==> src/hw/led_pwm_pkg.sv <==
/*
  shared constants and types of the serial rgb led pwm controller:
  frame layout, register addresses, reset values and timing figures.
  assumes a single 100 mhz system clock drives every module.
*/
`default_nettype none
package led_pwm_pkg;
  // serial frame: 8 address bits below 15 data bits
  localparam int FRAME_BITS = 23;
  localparam int ADDR_BITS = 8;
  localparam int DATA_BITS = 15;
  localparam int POS_BITS = 7;
  localparam int RATE_BITS = 4;
  localparam int PRESC_BITS = 15;

  // register addresses as carried in the frame's low byte
  localparam logic [7:0] ADDR_CONTROL = 8'h0d;
  localparam logic [7:0] ADDR_RED = 8'h2d;
  localparam logic [7:0] ADDR_GREEN = 8'h4d;
  localparam logic [7:0] ADDR_BLUE = 8'h6d;

  // field positions inside the 15-bit data part
  localparam int CTRL_LSB = 0;
  localparam int CTRL_BITS = 8;
  localparam int OFF_LSB = 0;
  localparam int ON_LSB = 8;

  // channel indices inside rgb vectors
  localparam int CH_BLUE = 0;
  localparam int CH_GREEN = 1;
  localparam int CH_RED = 2;
  localparam int CHANNELS = 3;

  // timing: system clock and the internal oscillator it emulates
  localparam int CLK_PERIOD_NS = 10;
  localparam int OSC_FREQ_KHZ = 700;
  // nearest whole number of system cycles per oscillator period
  localparam int OSC_CYCLES =
    (2000000 / (CLK_PERIOD_NS * OSC_FREQ_KHZ) + 1) / 2;

  // control register, laid out as data bits 7..0
  typedef struct packed {
    logic [3:0] rate;    // divider exponent, zero bypasses
    logic red_sw;        // red channel switch
    logic green_sw;      // green channel switch
    logic blue_channel_switch;
    logic converter_enable_bit;
  } control_type;

  // per colour lighting and lights-out positions
  typedef struct packed {
    logic [6:0] on_pos;
    logic [6:0] off_pos;
  } position_type;

  // one received frame
  typedef struct packed {
    logic [14:0] data;
    logic [7:0] addr;
  } frame_type;

  // values after reset
  localparam control_type CONTROL_RESET = '0;
  localparam position_type POSITION_RESET = '0;
  localparam logic [6:0] COUNT_RESET = 7'h00;
endpackage
`default_nettype wire

==> src/hw/serial_frame_receiver.sv <==
/*
  three-wire serial receiver: shift clock, data and load strobe pins.
  assumes the pins are asynchronous to clk and that the shift clock
  stays high and low for many clk periods each.
*/
`default_nettype none
module serial_frame_receiver (
  input wire logic clk,
  input wire logic rst_n,
  input wire logic sclk_pin,
  input wire logic sdata_pin,
  input wire logic strobe_pin,
  output logic [22:0] frame,
  output logic frame_valid
);
  // whole state of the receiver
  typedef struct packed {
    logic [2:0] meta;     // first synchroniser stage: sclk, data, strobe
    logic [2:0] sync;     // second synchroniser stage
    logic sclk_prev;      // delayed shift clock for edge detection
    logic stb_prev;       // delayed strobe for edge detection
    logic [22:0] buffer;  // temporary receive buffer
    logic [22:0] frame;   // frame captured at the strobe
    logic valid;          // one-cycle pulse with a new frame
  } rx_state_type;

  rx_state_type state_r;
  rx_state_type state_nxt;
  logic sclk_rise;
  logic stb_rise;

  // edges seen on the synchronised pins only
  assign sclk_rise = state_r.sync[2] & ~state_r.sclk_prev;
  assign stb_rise = state_r.sync[0] & ~state_r.stb_prev;

  // next state: synchronise, shift, capture
  always_comb begin
    state_nxt = state_r;
    state_nxt.meta = {sclk_pin, sdata_pin, strobe_pin};
    state_nxt.sync = state_r.meta;
    state_nxt.sclk_prev = state_r.sync[2];
    state_nxt.stb_prev = state_r.sync[0];
    state_nxt.valid = 1'b0;
    // data goes in at the bottom, first bit ends up on top
    if (sclk_rise) begin
      state_nxt.buffer = {state_r.buffer[21:0], state_r.sync[1]};
    end
    // buffer contents matter only from a strobe onward
    if (stb_rise) begin
      state_nxt.frame = state_r.buffer;
      state_nxt.valid = 1'b1;
    end
  end

  // register the state
  always_ff @(posedge clk) begin
    if (!rst_n) begin
      state_r <= '0;
    end else begin
      state_r <= state_nxt;
    end
  end

  assign frame = state_r.frame;
  assign frame_valid = state_r.valid;
endmodule
`default_nettype wire

==> src/hw/pwm_channel.sv <==
/*
  one colour channel: compares the shared position counter with the
  channel's lighting and lights-out positions and drives the enable of
  its open-drain output. assumes count and settings are on clk.
*/
`default_nettype none
module pwm_channel #(
  parameter int POS_W = 7
) (
  input wire logic clk,
  input wire logic rst_n,
  input wire logic active,
  input wire logic switch_on,
  input wire logic [POS_W-1:0] on_pos,
  input wire logic [POS_W-1:0] off_pos,
  input wire logic [POS_W-1:0] count,
  output logic sink_en
);
  // whole state of the channel
  typedef struct packed {
    logic sink;  // high while the pin pulls the cathode low
  } ch_state_type;

  ch_state_type state_r;
  ch_state_type state_nxt;
  logic in_window;

  // lit from the on position up to just before the off position,
  // always lit when both are equal
  assign in_window = (on_pos == off_pos) || (count >= on_pos && count < off_pos);

  // switch off or standby leaves the pin floating
  always_comb begin
    state_nxt = state_r;
    state_nxt.sink = active & switch_on & in_window;
  end

  // register the state, floating after reset
  always_ff @(posedge clk) begin
    if (!rst_n) begin
      state_r <= '0;
    end else begin
      state_r <= state_nxt;
    end
  end

  assign sink_en = state_r.sink;
endmodule
`default_nettype wire

==> src/hw/led_rgb_pwm_top.sv <==
/*
  three-colour led pwm controller loaded over a serial write port.
  holds the control and position registers, the oscillator emulation,
  the programmable divider and the 7-bit position counter.
  assumes every pin input is asynchronous and that led pins are wired
  open-drain outside, the enable low meaning high impedance.
*/
`default_nettype none
module led_rgb_pwm_top #(
  parameter int POS_W = 7
) (
  input wire logic clk,
  input wire logic rst_n,
  input wire logic sclk_pin,
  input wire logic sdata_pin,
  input wire logic load_strobe,
  input wire logic chip_reset_low,
  input wire logic standby_request_n,
  output logic [2:0] led_o,
  output logic [2:0] led_oe,
  output logic boost_output,
  output logic standby_active
);
  // whole state of the controller
  typedef struct packed {
    logic rst_meta;                 // reset pin, first stage
    logic rst_sync;                 // reset pin, second stage
    logic stby_meta;                // standby pin, first stage
    logic stby_sync;                // standby pin, second stage
    led_pwm_pkg::control_type ctrl; // control register
    led_pwm_pkg::position_type [2:0] pos; // colour registers
    logic [7:0] osc_cnt;            // oscillator period counter
    logic osc_tick;                 // one pulse per oscillator period
    logic [14:0] presc;             // programmable divider
    logic base_tick;                // one pulse per pwm base period
    logic [6:0] count;              // pwm position counter
    logic standby;                  // registered standby condition
    logic [2:0] led_o;              // open-drain drive level, always low
    logic boost;                    // converter running
  } top_state_type;

  top_state_type state_r;
  top_state_type state_nxt;
  led_pwm_pkg::frame_type frame;
  logic [22:0] frame_bits;
  logic frame_valid;
  logic in_reset;
  logic standby_now;
  logic [14:0] presc_mask;
  logic [7:0] frame_ctrl;
  led_pwm_pkg::position_type frame_pos;
  logic [2:0] sink_en;

  // serial port keeps running in standby
  serial_frame_receiver u_rx (
    .clk(clk),
    .rst_n(rst_n),
    .sclk_pin(sclk_pin),
    .sdata_pin(sdata_pin),
    .strobe_pin(load_strobe),
    .frame(frame_bits),
    .frame_valid(frame_valid)
  );

  // low byte address, upper bits data
  assign frame = led_pwm_pkg::frame_type'(frame_bits);
  assign frame_ctrl = frame.data[led_pwm_pkg::CTRL_LSB +: led_pwm_pkg::CTRL_BITS];
  assign frame_pos.on_pos = frame.data[led_pwm_pkg::ON_LSB +: led_pwm_pkg::POS_BITS];
  assign frame_pos.off_pos = frame.data[led_pwm_pkg::OFF_LSB +: led_pwm_pkg::POS_BITS];

  // reset pin low holds everything but the serial receiver in reset
  assign in_reset = ~state_r.rst_sync;

  // standby from reset, standby pin or converter bit
  assign standby_now = in_reset | ~state_r.stby_sync | ~state_r.ctrl.converter_enable_bit;

  // divider wraps after two to the rate oscillator periods
  assign presc_mask = 15'((16'h0001 << state_r.ctrl.rate) - 16'h0001);

  // next-state logic of the whole controller
  always_comb begin
    state_nxt = state_r;
    // pin synchronisers
    state_nxt.rst_meta = chip_reset_low;
    state_nxt.rst_sync = state_r.rst_meta;
    state_nxt.stby_meta = standby_request_n;
    state_nxt.stby_sync = state_r.stby_meta;
    state_nxt.standby = standby_now;
    state_nxt.led_o = 3'h0;

    // register loads
    if (in_reset) begin
      // back to initial values
      state_nxt.ctrl = led_pwm_pkg::CONTROL_RESET;
      state_nxt.pos = {3{led_pwm_pkg::POSITION_RESET}};
    end else if (frame_valid) begin
      // decode the captured address
      unique case (frame.addr)
        led_pwm_pkg::ADDR_CONTROL: begin
          state_nxt.ctrl = led_pwm_pkg::control_type'(frame_ctrl);
        end
        led_pwm_pkg::ADDR_RED: begin
          state_nxt.pos[led_pwm_pkg::CH_RED] = frame_pos;
        end
        led_pwm_pkg::ADDR_GREEN: begin
          state_nxt.pos[led_pwm_pkg::CH_GREEN] = frame_pos;
        end
        led_pwm_pkg::ADDR_BLUE: begin
          state_nxt.pos[led_pwm_pkg::CH_BLUE] = frame_pos;
        end
        default: begin
          // unknown address, nothing moves
        end
      endcase
    end

    // oscillator, stopped in standby
    if (standby_now) begin
      state_nxt.osc_cnt = 8'h00;
      state_nxt.osc_tick = 1'b0;
    end else if (state_r.osc_cnt == 8'(led_pwm_pkg::OSC_CYCLES - 1)) begin
      state_nxt.osc_cnt = 8'h00;
      state_nxt.osc_tick = 1'b1;
    end else begin
      state_nxt.osc_cnt = state_r.osc_cnt + 8'h01;
      state_nxt.osc_tick = 1'b0;
    end

    // converter follows the oscillator
    state_nxt.boost = ~standby_now;

    // programmable divider
    state_nxt.base_tick = 1'b0;
    if (standby_now) begin
      state_nxt.presc = 15'h0000;
    end else if (state_r.osc_tick) begin
      if (state_r.ctrl.rate == 4'h0) begin
        // bypass: every oscillator period
        state_nxt.base_tick = 1'b1;
      end else if (state_r.presc == presc_mask) begin
        state_nxt.presc = 15'h0000;
        state_nxt.base_tick = 1'b1;
      end else begin
        state_nxt.presc = state_r.presc + 15'h0001;
      end
    end

    // position counter, cleared in standby
    if (standby_now) begin
      state_nxt.count = led_pwm_pkg::COUNT_RESET;
    end else if (state_r.base_tick) begin
      // wraps after 128 positions
      state_nxt.count = state_r.count + 7'h01;
    end
  end

  // register the state
  always_ff @(posedge clk) begin
    if (!rst_n) begin
      state_r <= '0;
    end else begin
      state_r <= state_nxt;
    end
  end

  // one comparator per colour
  for (genvar ch = 0; ch < led_pwm_pkg::CHANNELS; ch++) begin : g_ch
    logic sw;
    if (ch == led_pwm_pkg::CH_RED) begin : g_r
      assign sw = state_r.ctrl.red_sw;
    end else if (ch == led_pwm_pkg::CH_GREEN) begin : g_g
      assign sw = state_r.ctrl.green_sw;
    end else begin : g_b
      assign sw = state_r.ctrl.blue_channel_switch;
    end
    pwm_channel #(.POS_W(POS_W)) u_ch (
      .clk(clk),
      .rst_n(rst_n),
      .active(~state_r.standby),
      .switch_on(sw),
      .on_pos(state_r.pos[ch].on_pos),
      .off_pos(state_r.pos[ch].off_pos),
      .count(state_r.count),
      .sink_en(sink_en[ch])
    );
  end

  // open-drain pins only ever pull low
  assign led_o = state_r.led_o;
  assign led_oe = sink_en;
  assign boost_output = state_r.boost;
  assign standby_active = state_r.standby;
endmodule
`default_nettype wire

==> config.mk <==
export PLATFORM = sky130hd
export DESIGN_NAME = led_rgb_pwm_top
export DESIGN_NICKNAME = d
export VERILOG_FILES = /design/src/hw/led_pwm_pkg.sv /design/src/hw/serial_frame_receiver.sv /design/src/hw/pwm_channel.sv /design/src/hw/led_rgb_pwm_top.sv
export SDC_FILE = /design/constraint.sdc
export NUM_CORES = 1
export LEC_CHECK = 0
export BUFFER_PORTS_ARGS = -buffer_cell sky130_fd_sc_hd__buf_2
export CAP_MARGIN = 20
export CORE_ASPECT_RATIO = 0.7
export CORE_MARGIN = 8
export CORE_UTILIZATION = 25
export CTS_BUF_LIST = sky130_fd_sc_hd__clkbuf_16
export DETAILED_ROUTE_END_ITERATION = 8
export SYNTH_ARGS = -nofsm -noshare
export SYNTH_HDL_FRONTEND = slang
export SYNTH_SLANG_ARGS = --single-unit
export TNS_END_PERCENT = 1
==> constraint.sdc <==
create_clock -name clk -period 5.5 [get_ports clk]
set_clock_uncertainty 0.15 [all_clocks]
set_input_delay 0.55 -clock clk [delete_from_list [all_inputs] [get_ports clk]]
set_output_delay 0.55 -clock clk [all_outputs]
set_load 0.01 [all_outputs]
## Word-level counts from Yosys, hierarchy flattened

Index checks and enable logic that the tools add are counted.

- Output and inout bits: 8
- Flip-flop bits (word level): 149
- Latch bits: 0
- Memory bits (read-only): 0
- RAM bits: 0
- Memories kept: 0

- Add/sub/neg operators: 4
- Reduce and logical (&&, ||, !) cells: 16
- Muxes and demuxes: 5
- Bitwise gates (word level): 20
- Eq/ne operators: 9
- Div/mod/pow operators: 0
- Multipliers: 0
- $lt $le $gt $ge: 6
- Shifts and indexed selects: 1

Operators with widths:

| cell | count |
|---|---|
| $eq 7x7->1 | 3 |
| $ge 7x7->1 | 3 |
| $lt 7x7->1 | 3 |
| $eq 8x7->1 const B | 2 |
| $add 15x1->15 const B | 1 |
| $eq 15x15->1 | 1 |
| $mux 15 | 1 |
| $shl 1x4->15 const A | 1 |
| $sub 15x1->15 const B | 1 |
| $reduce_and 2->1 | 6 |
| $not 1->1 | 10 |
| $mux 9 | 1 |
| $add 8x1->8 const B | 1 |
| $and 1x1->1 | 8 |
| $eq 8x4->1 const B | 1 |
| $eq 8x6->1 const B | 1 |
| $eq 8x8->1 const B | 1 |
| $add 7x1->7 const B | 1 |
| $reduce_or 3->1 | 2 |
| $logic_not 4->1 | 1 |
| $logic_and 1x1->1 | 3 |
| $logic_or 1x1->1 | 3 |
| $mux 1 | 3 |
| $or 1x1->1 | 2 |
| $reduce_or 2->1 | 1 |

## Longest topological paths before layout

- Depth after elaboration: 5
- Mapped depth: 14
- Depth with buffers taken out: 10

## Cells and area by module

A second synthesis with hierarchy kept.

- Cell total of the unflattened synthesis: 803
- Area total of the unflattened synthesis: 7270.7 µm²

Modules (own cells, without submodules):

| module | cells an instance | area each (µm²) | seq. area each (µm²) | times used |
|---|---|---|---|---|
| led_rgb_pwm_top | 444 | 3817.4 | 1761.7 | 1 |
| serial_frame_receiver | 194 | 2113.3 | 1101.1 | 1 |
| pwm_channel | 55 | 446.7 | 20.0 | 3 |

## Worst setup path before layout

Ideal clock, no wire load.

- Path type: flip-flop to flip-flop
- From: register state_r[86] (netlist name)
- To: register state_r[15] (netlist name)
- Required time: 5.229 ns
- Library setup time: 0.121 ns
- Setup slack: 2.527 ns
- Arrival: 2.702 ns
- Stages on the path, launching flop included: 13
- Period minus slack after synthesis: 2.973 ns
- Cell sequence: dfxtp_1 buf_2 or4_1 clkbuf_1 ha_1 buf_2 nor3b_1 o21ai_0 nand4b_1 a211o_1 or4_1 nand3_1 nand3_1

- Longest elaborated chain between the ends: 4
- Elaborated cells on any way between the ends: 7
- Those cells by class: add/sub: 1; eq/ne: 1; shift: 1; mux: 1; bitwise: 1; reduce/logical: 2

RTL lines:

| element | RTL line | source |
|---|---|---|
| start: declaration | led_rgb_pwm_top.sv:42 | `top_state_type state_r;` |
| start signal: assignment | led_rgb_pwm_top.sv:162 | `state_r <= state_nxt;` |
| $shl 1x4->15 | led_rgb_pwm_top.sv:78 | `assign presc_mask = 15'((16'h0001 << state_r.ctrl.rate) - 16'h0001);` |
| $sub 15x1->15 | led_rgb_pwm_top.sv:78 |  |
| $eq 15x15->1 | led_rgb_pwm_top.sv:140 | `end else if (state_r.presc == presc_mask) begin` |
| $mux 15 | led_rgb_pwm_top.sv:140 |  |

Parallel ways exist; a longest one is shown, timed or not.
A chain may end at the register's enable or synchronous reset.

## Worst setup path in the final report

- From: register state_r[86] (netlist name)
- To: register state_r[27] (netlist name)

The elaborated chain is that of the path after synthesis.

==> results.toml <==
[timing]
worst_slew_pin_slew_ps = 910
period_share_pct = 71.5
timing.fmax_mhz = 254
rsz0062_at_grt = "no"
setup_viol = 0
fin_setup_tns_ps = 0
hold_violations = 0
slew_violations = 0
slew_headroom_pct = 39.4
period_minus_slack_ps = 3930

[die]
die_h_um = 155
ios = 15
core_area_um2 = 27500
start_util_pct = 25.1
die_w_um = 215
num_rows = 51
dieArea_um2 = 33300

[clock_network]
clock_path_buffers = 2
htreeDepth = 4
clk_latency_ps = 430
cts_setup_buffers = 0
clock-root-buffer = "clkbuf_16"
cts.clk_slew.worst_paths_ps = 70
cts_made_buffers = 17
cts.sinks = 146
ctsResizeCount = 0
cts_tree = "done"
cts_hold_buf = 0

[finish]
diodes = 0
drive_gt1_share_pct = 6.89
syn2layout_area_growth_pct = 13.6
final_util_pct = 28.5
finalNetCount = 852
fin_area_um2 = 7850

[run_status]
status = "completed"

[synthesis]
synth_compound_area_share_pct = 10.5
synth-edff-count = 0
async_flop_share_pct = 0
synthFlopType = "dfxtp_1"
synth_xor_area_share_pct = 6.08
synth-adder-area-share_pct = 7.97
synth_simple_gate_area_share_pct = 20.2
synth_sequential_area_ratio_pct = 42.3
syn_area_um2 = 6910
ys_types = 50
synth_cells = 803
synthMuxAreaShare_pct = 7.39
avgSynthCellArea_um2 = 8.60
yosysWarnings = 0
synth_top_family_by_area = "simple AND/OR/NAND/NOR gates"
synth-seq-cells = 146

[critical_path]
worstPathArrival_ps = 4060
path_class = "reg2reg"
cp_max_fo = 27
cp.required_ps = 5630
end_kind = "flop"
crit_path_start_kind = "flop"

[placement]
hpwl_mm = 10.6
dpl_cell_area_um2 = 7280
port_buffers = 11
globalplace.congestion = 0.834

[drt]
routed_wl_mm = 15.4
drtPass1Iterations = 5
wl_met2_mm = 6.06
drt-vias-per-instance = 4.35
drtAntennaViolNets = 0
wl_met3_um = 626
top_layer = "met4"
drc_errors = 0
routedWlPerCell_um = 13.0
wl_met1_mm = 8.56
first_iter_violations = 350
vias = 5153

[global_route]
grt_max_degree = 51
grt_pass1_vias = 4751
grt_pass1_wl_mm = 25.3
grt_overflow = 0
antenna_found_initial = 0
grt_usage_pct = 9.38

[min_path]
hold_path_class = "in2reg"

[power]
ir_drop_mv = 0.238
p_per_area_nw_per_um2 = 283
leakagePower_nw = 2.80
power_w = 0.00222

[job]
maxCapViolations = 0
layout make-up:
class	instances	area [µm²]
multi-input cells	573	3610
clock inverters	14	145
clock buffers	17	425
well taps	371	464
repair buffers	18	108
fillers	2914	19700
flip-flops and latches	146	2920
inverters	45	169
layer usage:
| metal | global-route usage (%) | vias up |
|---|---|---|
| met1 | 14.2 | 2366 |
| met5 | 0 | - |
| met3 | 2.29 | 11 |
| met4 | 2.77 | 0 |
| li1 | - | 2689 |
| met2 | 12.7 | 87 |
cell usage after synthesis (2+ instances only):
master / number / area, µm²
dfxtp_1: 146 / 2920
nand2_1: 121 / 454
nor2_1: 86 / 323
a21oi_1: 71 / 355
mux2i_1: 51 / 510
ha_1: 44 / 551
inv_1: 44 / 165
xor2_1: 28 / 245
xnor2_1: 20 / 175
clkbuf_1: 19 / 71.3
o21ai_0: 17 / 85.1
and2_1: 13 / 81.3
nand3_1: 13 / 65.1
nand4_1: 13 / 81.3
a21o_1: 12 / 90.1
buf_4: 11 / 82.6
nand2b_1: 11 / 68.8
buf_2: 6 / 30.0
nor2b_1: 6 / 37.5
nor3_1: 6 / 30.0
or3_1: 6 / 37.5
a31oi_1: 5 / 31.3
nor4_1: 5 / 31.3
a211o_1: 4 / 35.0
buf_1: 4 / 15.0
nand4b_1: 4 / 35.0
and3_1: 3 / 18.8
nor4b_1: 3 / 26.3
or4_1: 3 / 22.5
a2111oi_2: 2 / 30.0
a211oi_1: 2 / 15.0
nor3b_1: 2 / 15.0
o211ai_1: 2 / 15.0
o21ai_1: 2 / 10.0
or2_1: 2 / 12.5
or2_2: 2 / 12.5
logic make-up after synthesis:
kind of cell,after synthesis
AO/OA/AOI/OAI,123
XOR/XNOR,48
AND/OR/NAND/NOR,304
buffers and inverters,86
other,1
flip-flops,146
adder cells (fa/ha/maj),44
multiplexers,51
state kept, by name, summed over array words and instances, names as in the netlist:
signal / cells
boost_output: 1
g_ch.sw: 3
g_ch.u_ch.sink_en: 3
standby_active: 1
state_nxt: 2
state_r: 81
u_rx.frame: 23
u_rx.frame_valid: 1
u_rx.state_nxt: 5
u_rx.state_r: 26
path summary, 6_finish.rpt:
path | from | endpoint | slack (ps) | cells past startpoint
setup / recovery | state_r[86] | state_r[27] | 1570 | 9
hold / removal | load_strobe | u_rx.state_nxt[49] | 180 | 2
setup reg to reg | state_r[86] | state_r[27] | 1570 | 9
hold reg to reg | u_rx.state_nxt[50] | u_rx.state_r[50] | 280 | 1
report_power, final:
part | switching, W | internal [W]
sequential | 0.00000193 | 0.00106
combinational | 0.0000207 | 0.00000597
clock | 0.000497 | 0.000635
stage by stage:
step / instances / worst slack [ps] / hold slack [ps]
4_1_cts: 1184 / 1640 / 164
3_5_place_dp: 1153 / 1650 / 272
6_report: 1184 / 1570 / 179
2_1_floorplan: 805 / 2530 / 256
3_3_place_gp: 1153 / 1790 / 263
5_1_grt: 1184 / 1290 / 171
layout by cell type (no fill, tap or decap), drive strengths merged, types with 4 or more instances in the layout:
cell type / n
a211o: 4
xnor2: 20
or2: 4
buf: 18
dfxtp: 146
nand2b: 11
o21ai: 19
nor3: 7
nand4b: 4
nor2: 86
and2: 13
a21o: 12
mux2i: 51
nor4: 5
a31oi: 5
clkbuf: 17
nand4: 13
or3: 6
xor2: 28
a21oi: 71
inv: 52
nand3: 13
nor2b: 6
ha: 44
nand2: 122
critical path: stages (launching register included):
cell and delay (ps):
dfxtp_1 870, or4_1 320, ha_1 470, nor4b_1 520
a41oi_2 80, xnor2_1 190, a2111oi_2 220, nand3b_1 190
o21ai_1 650, nor2_1 120
No activity file was read; power rests on OpenSTA's default activity.
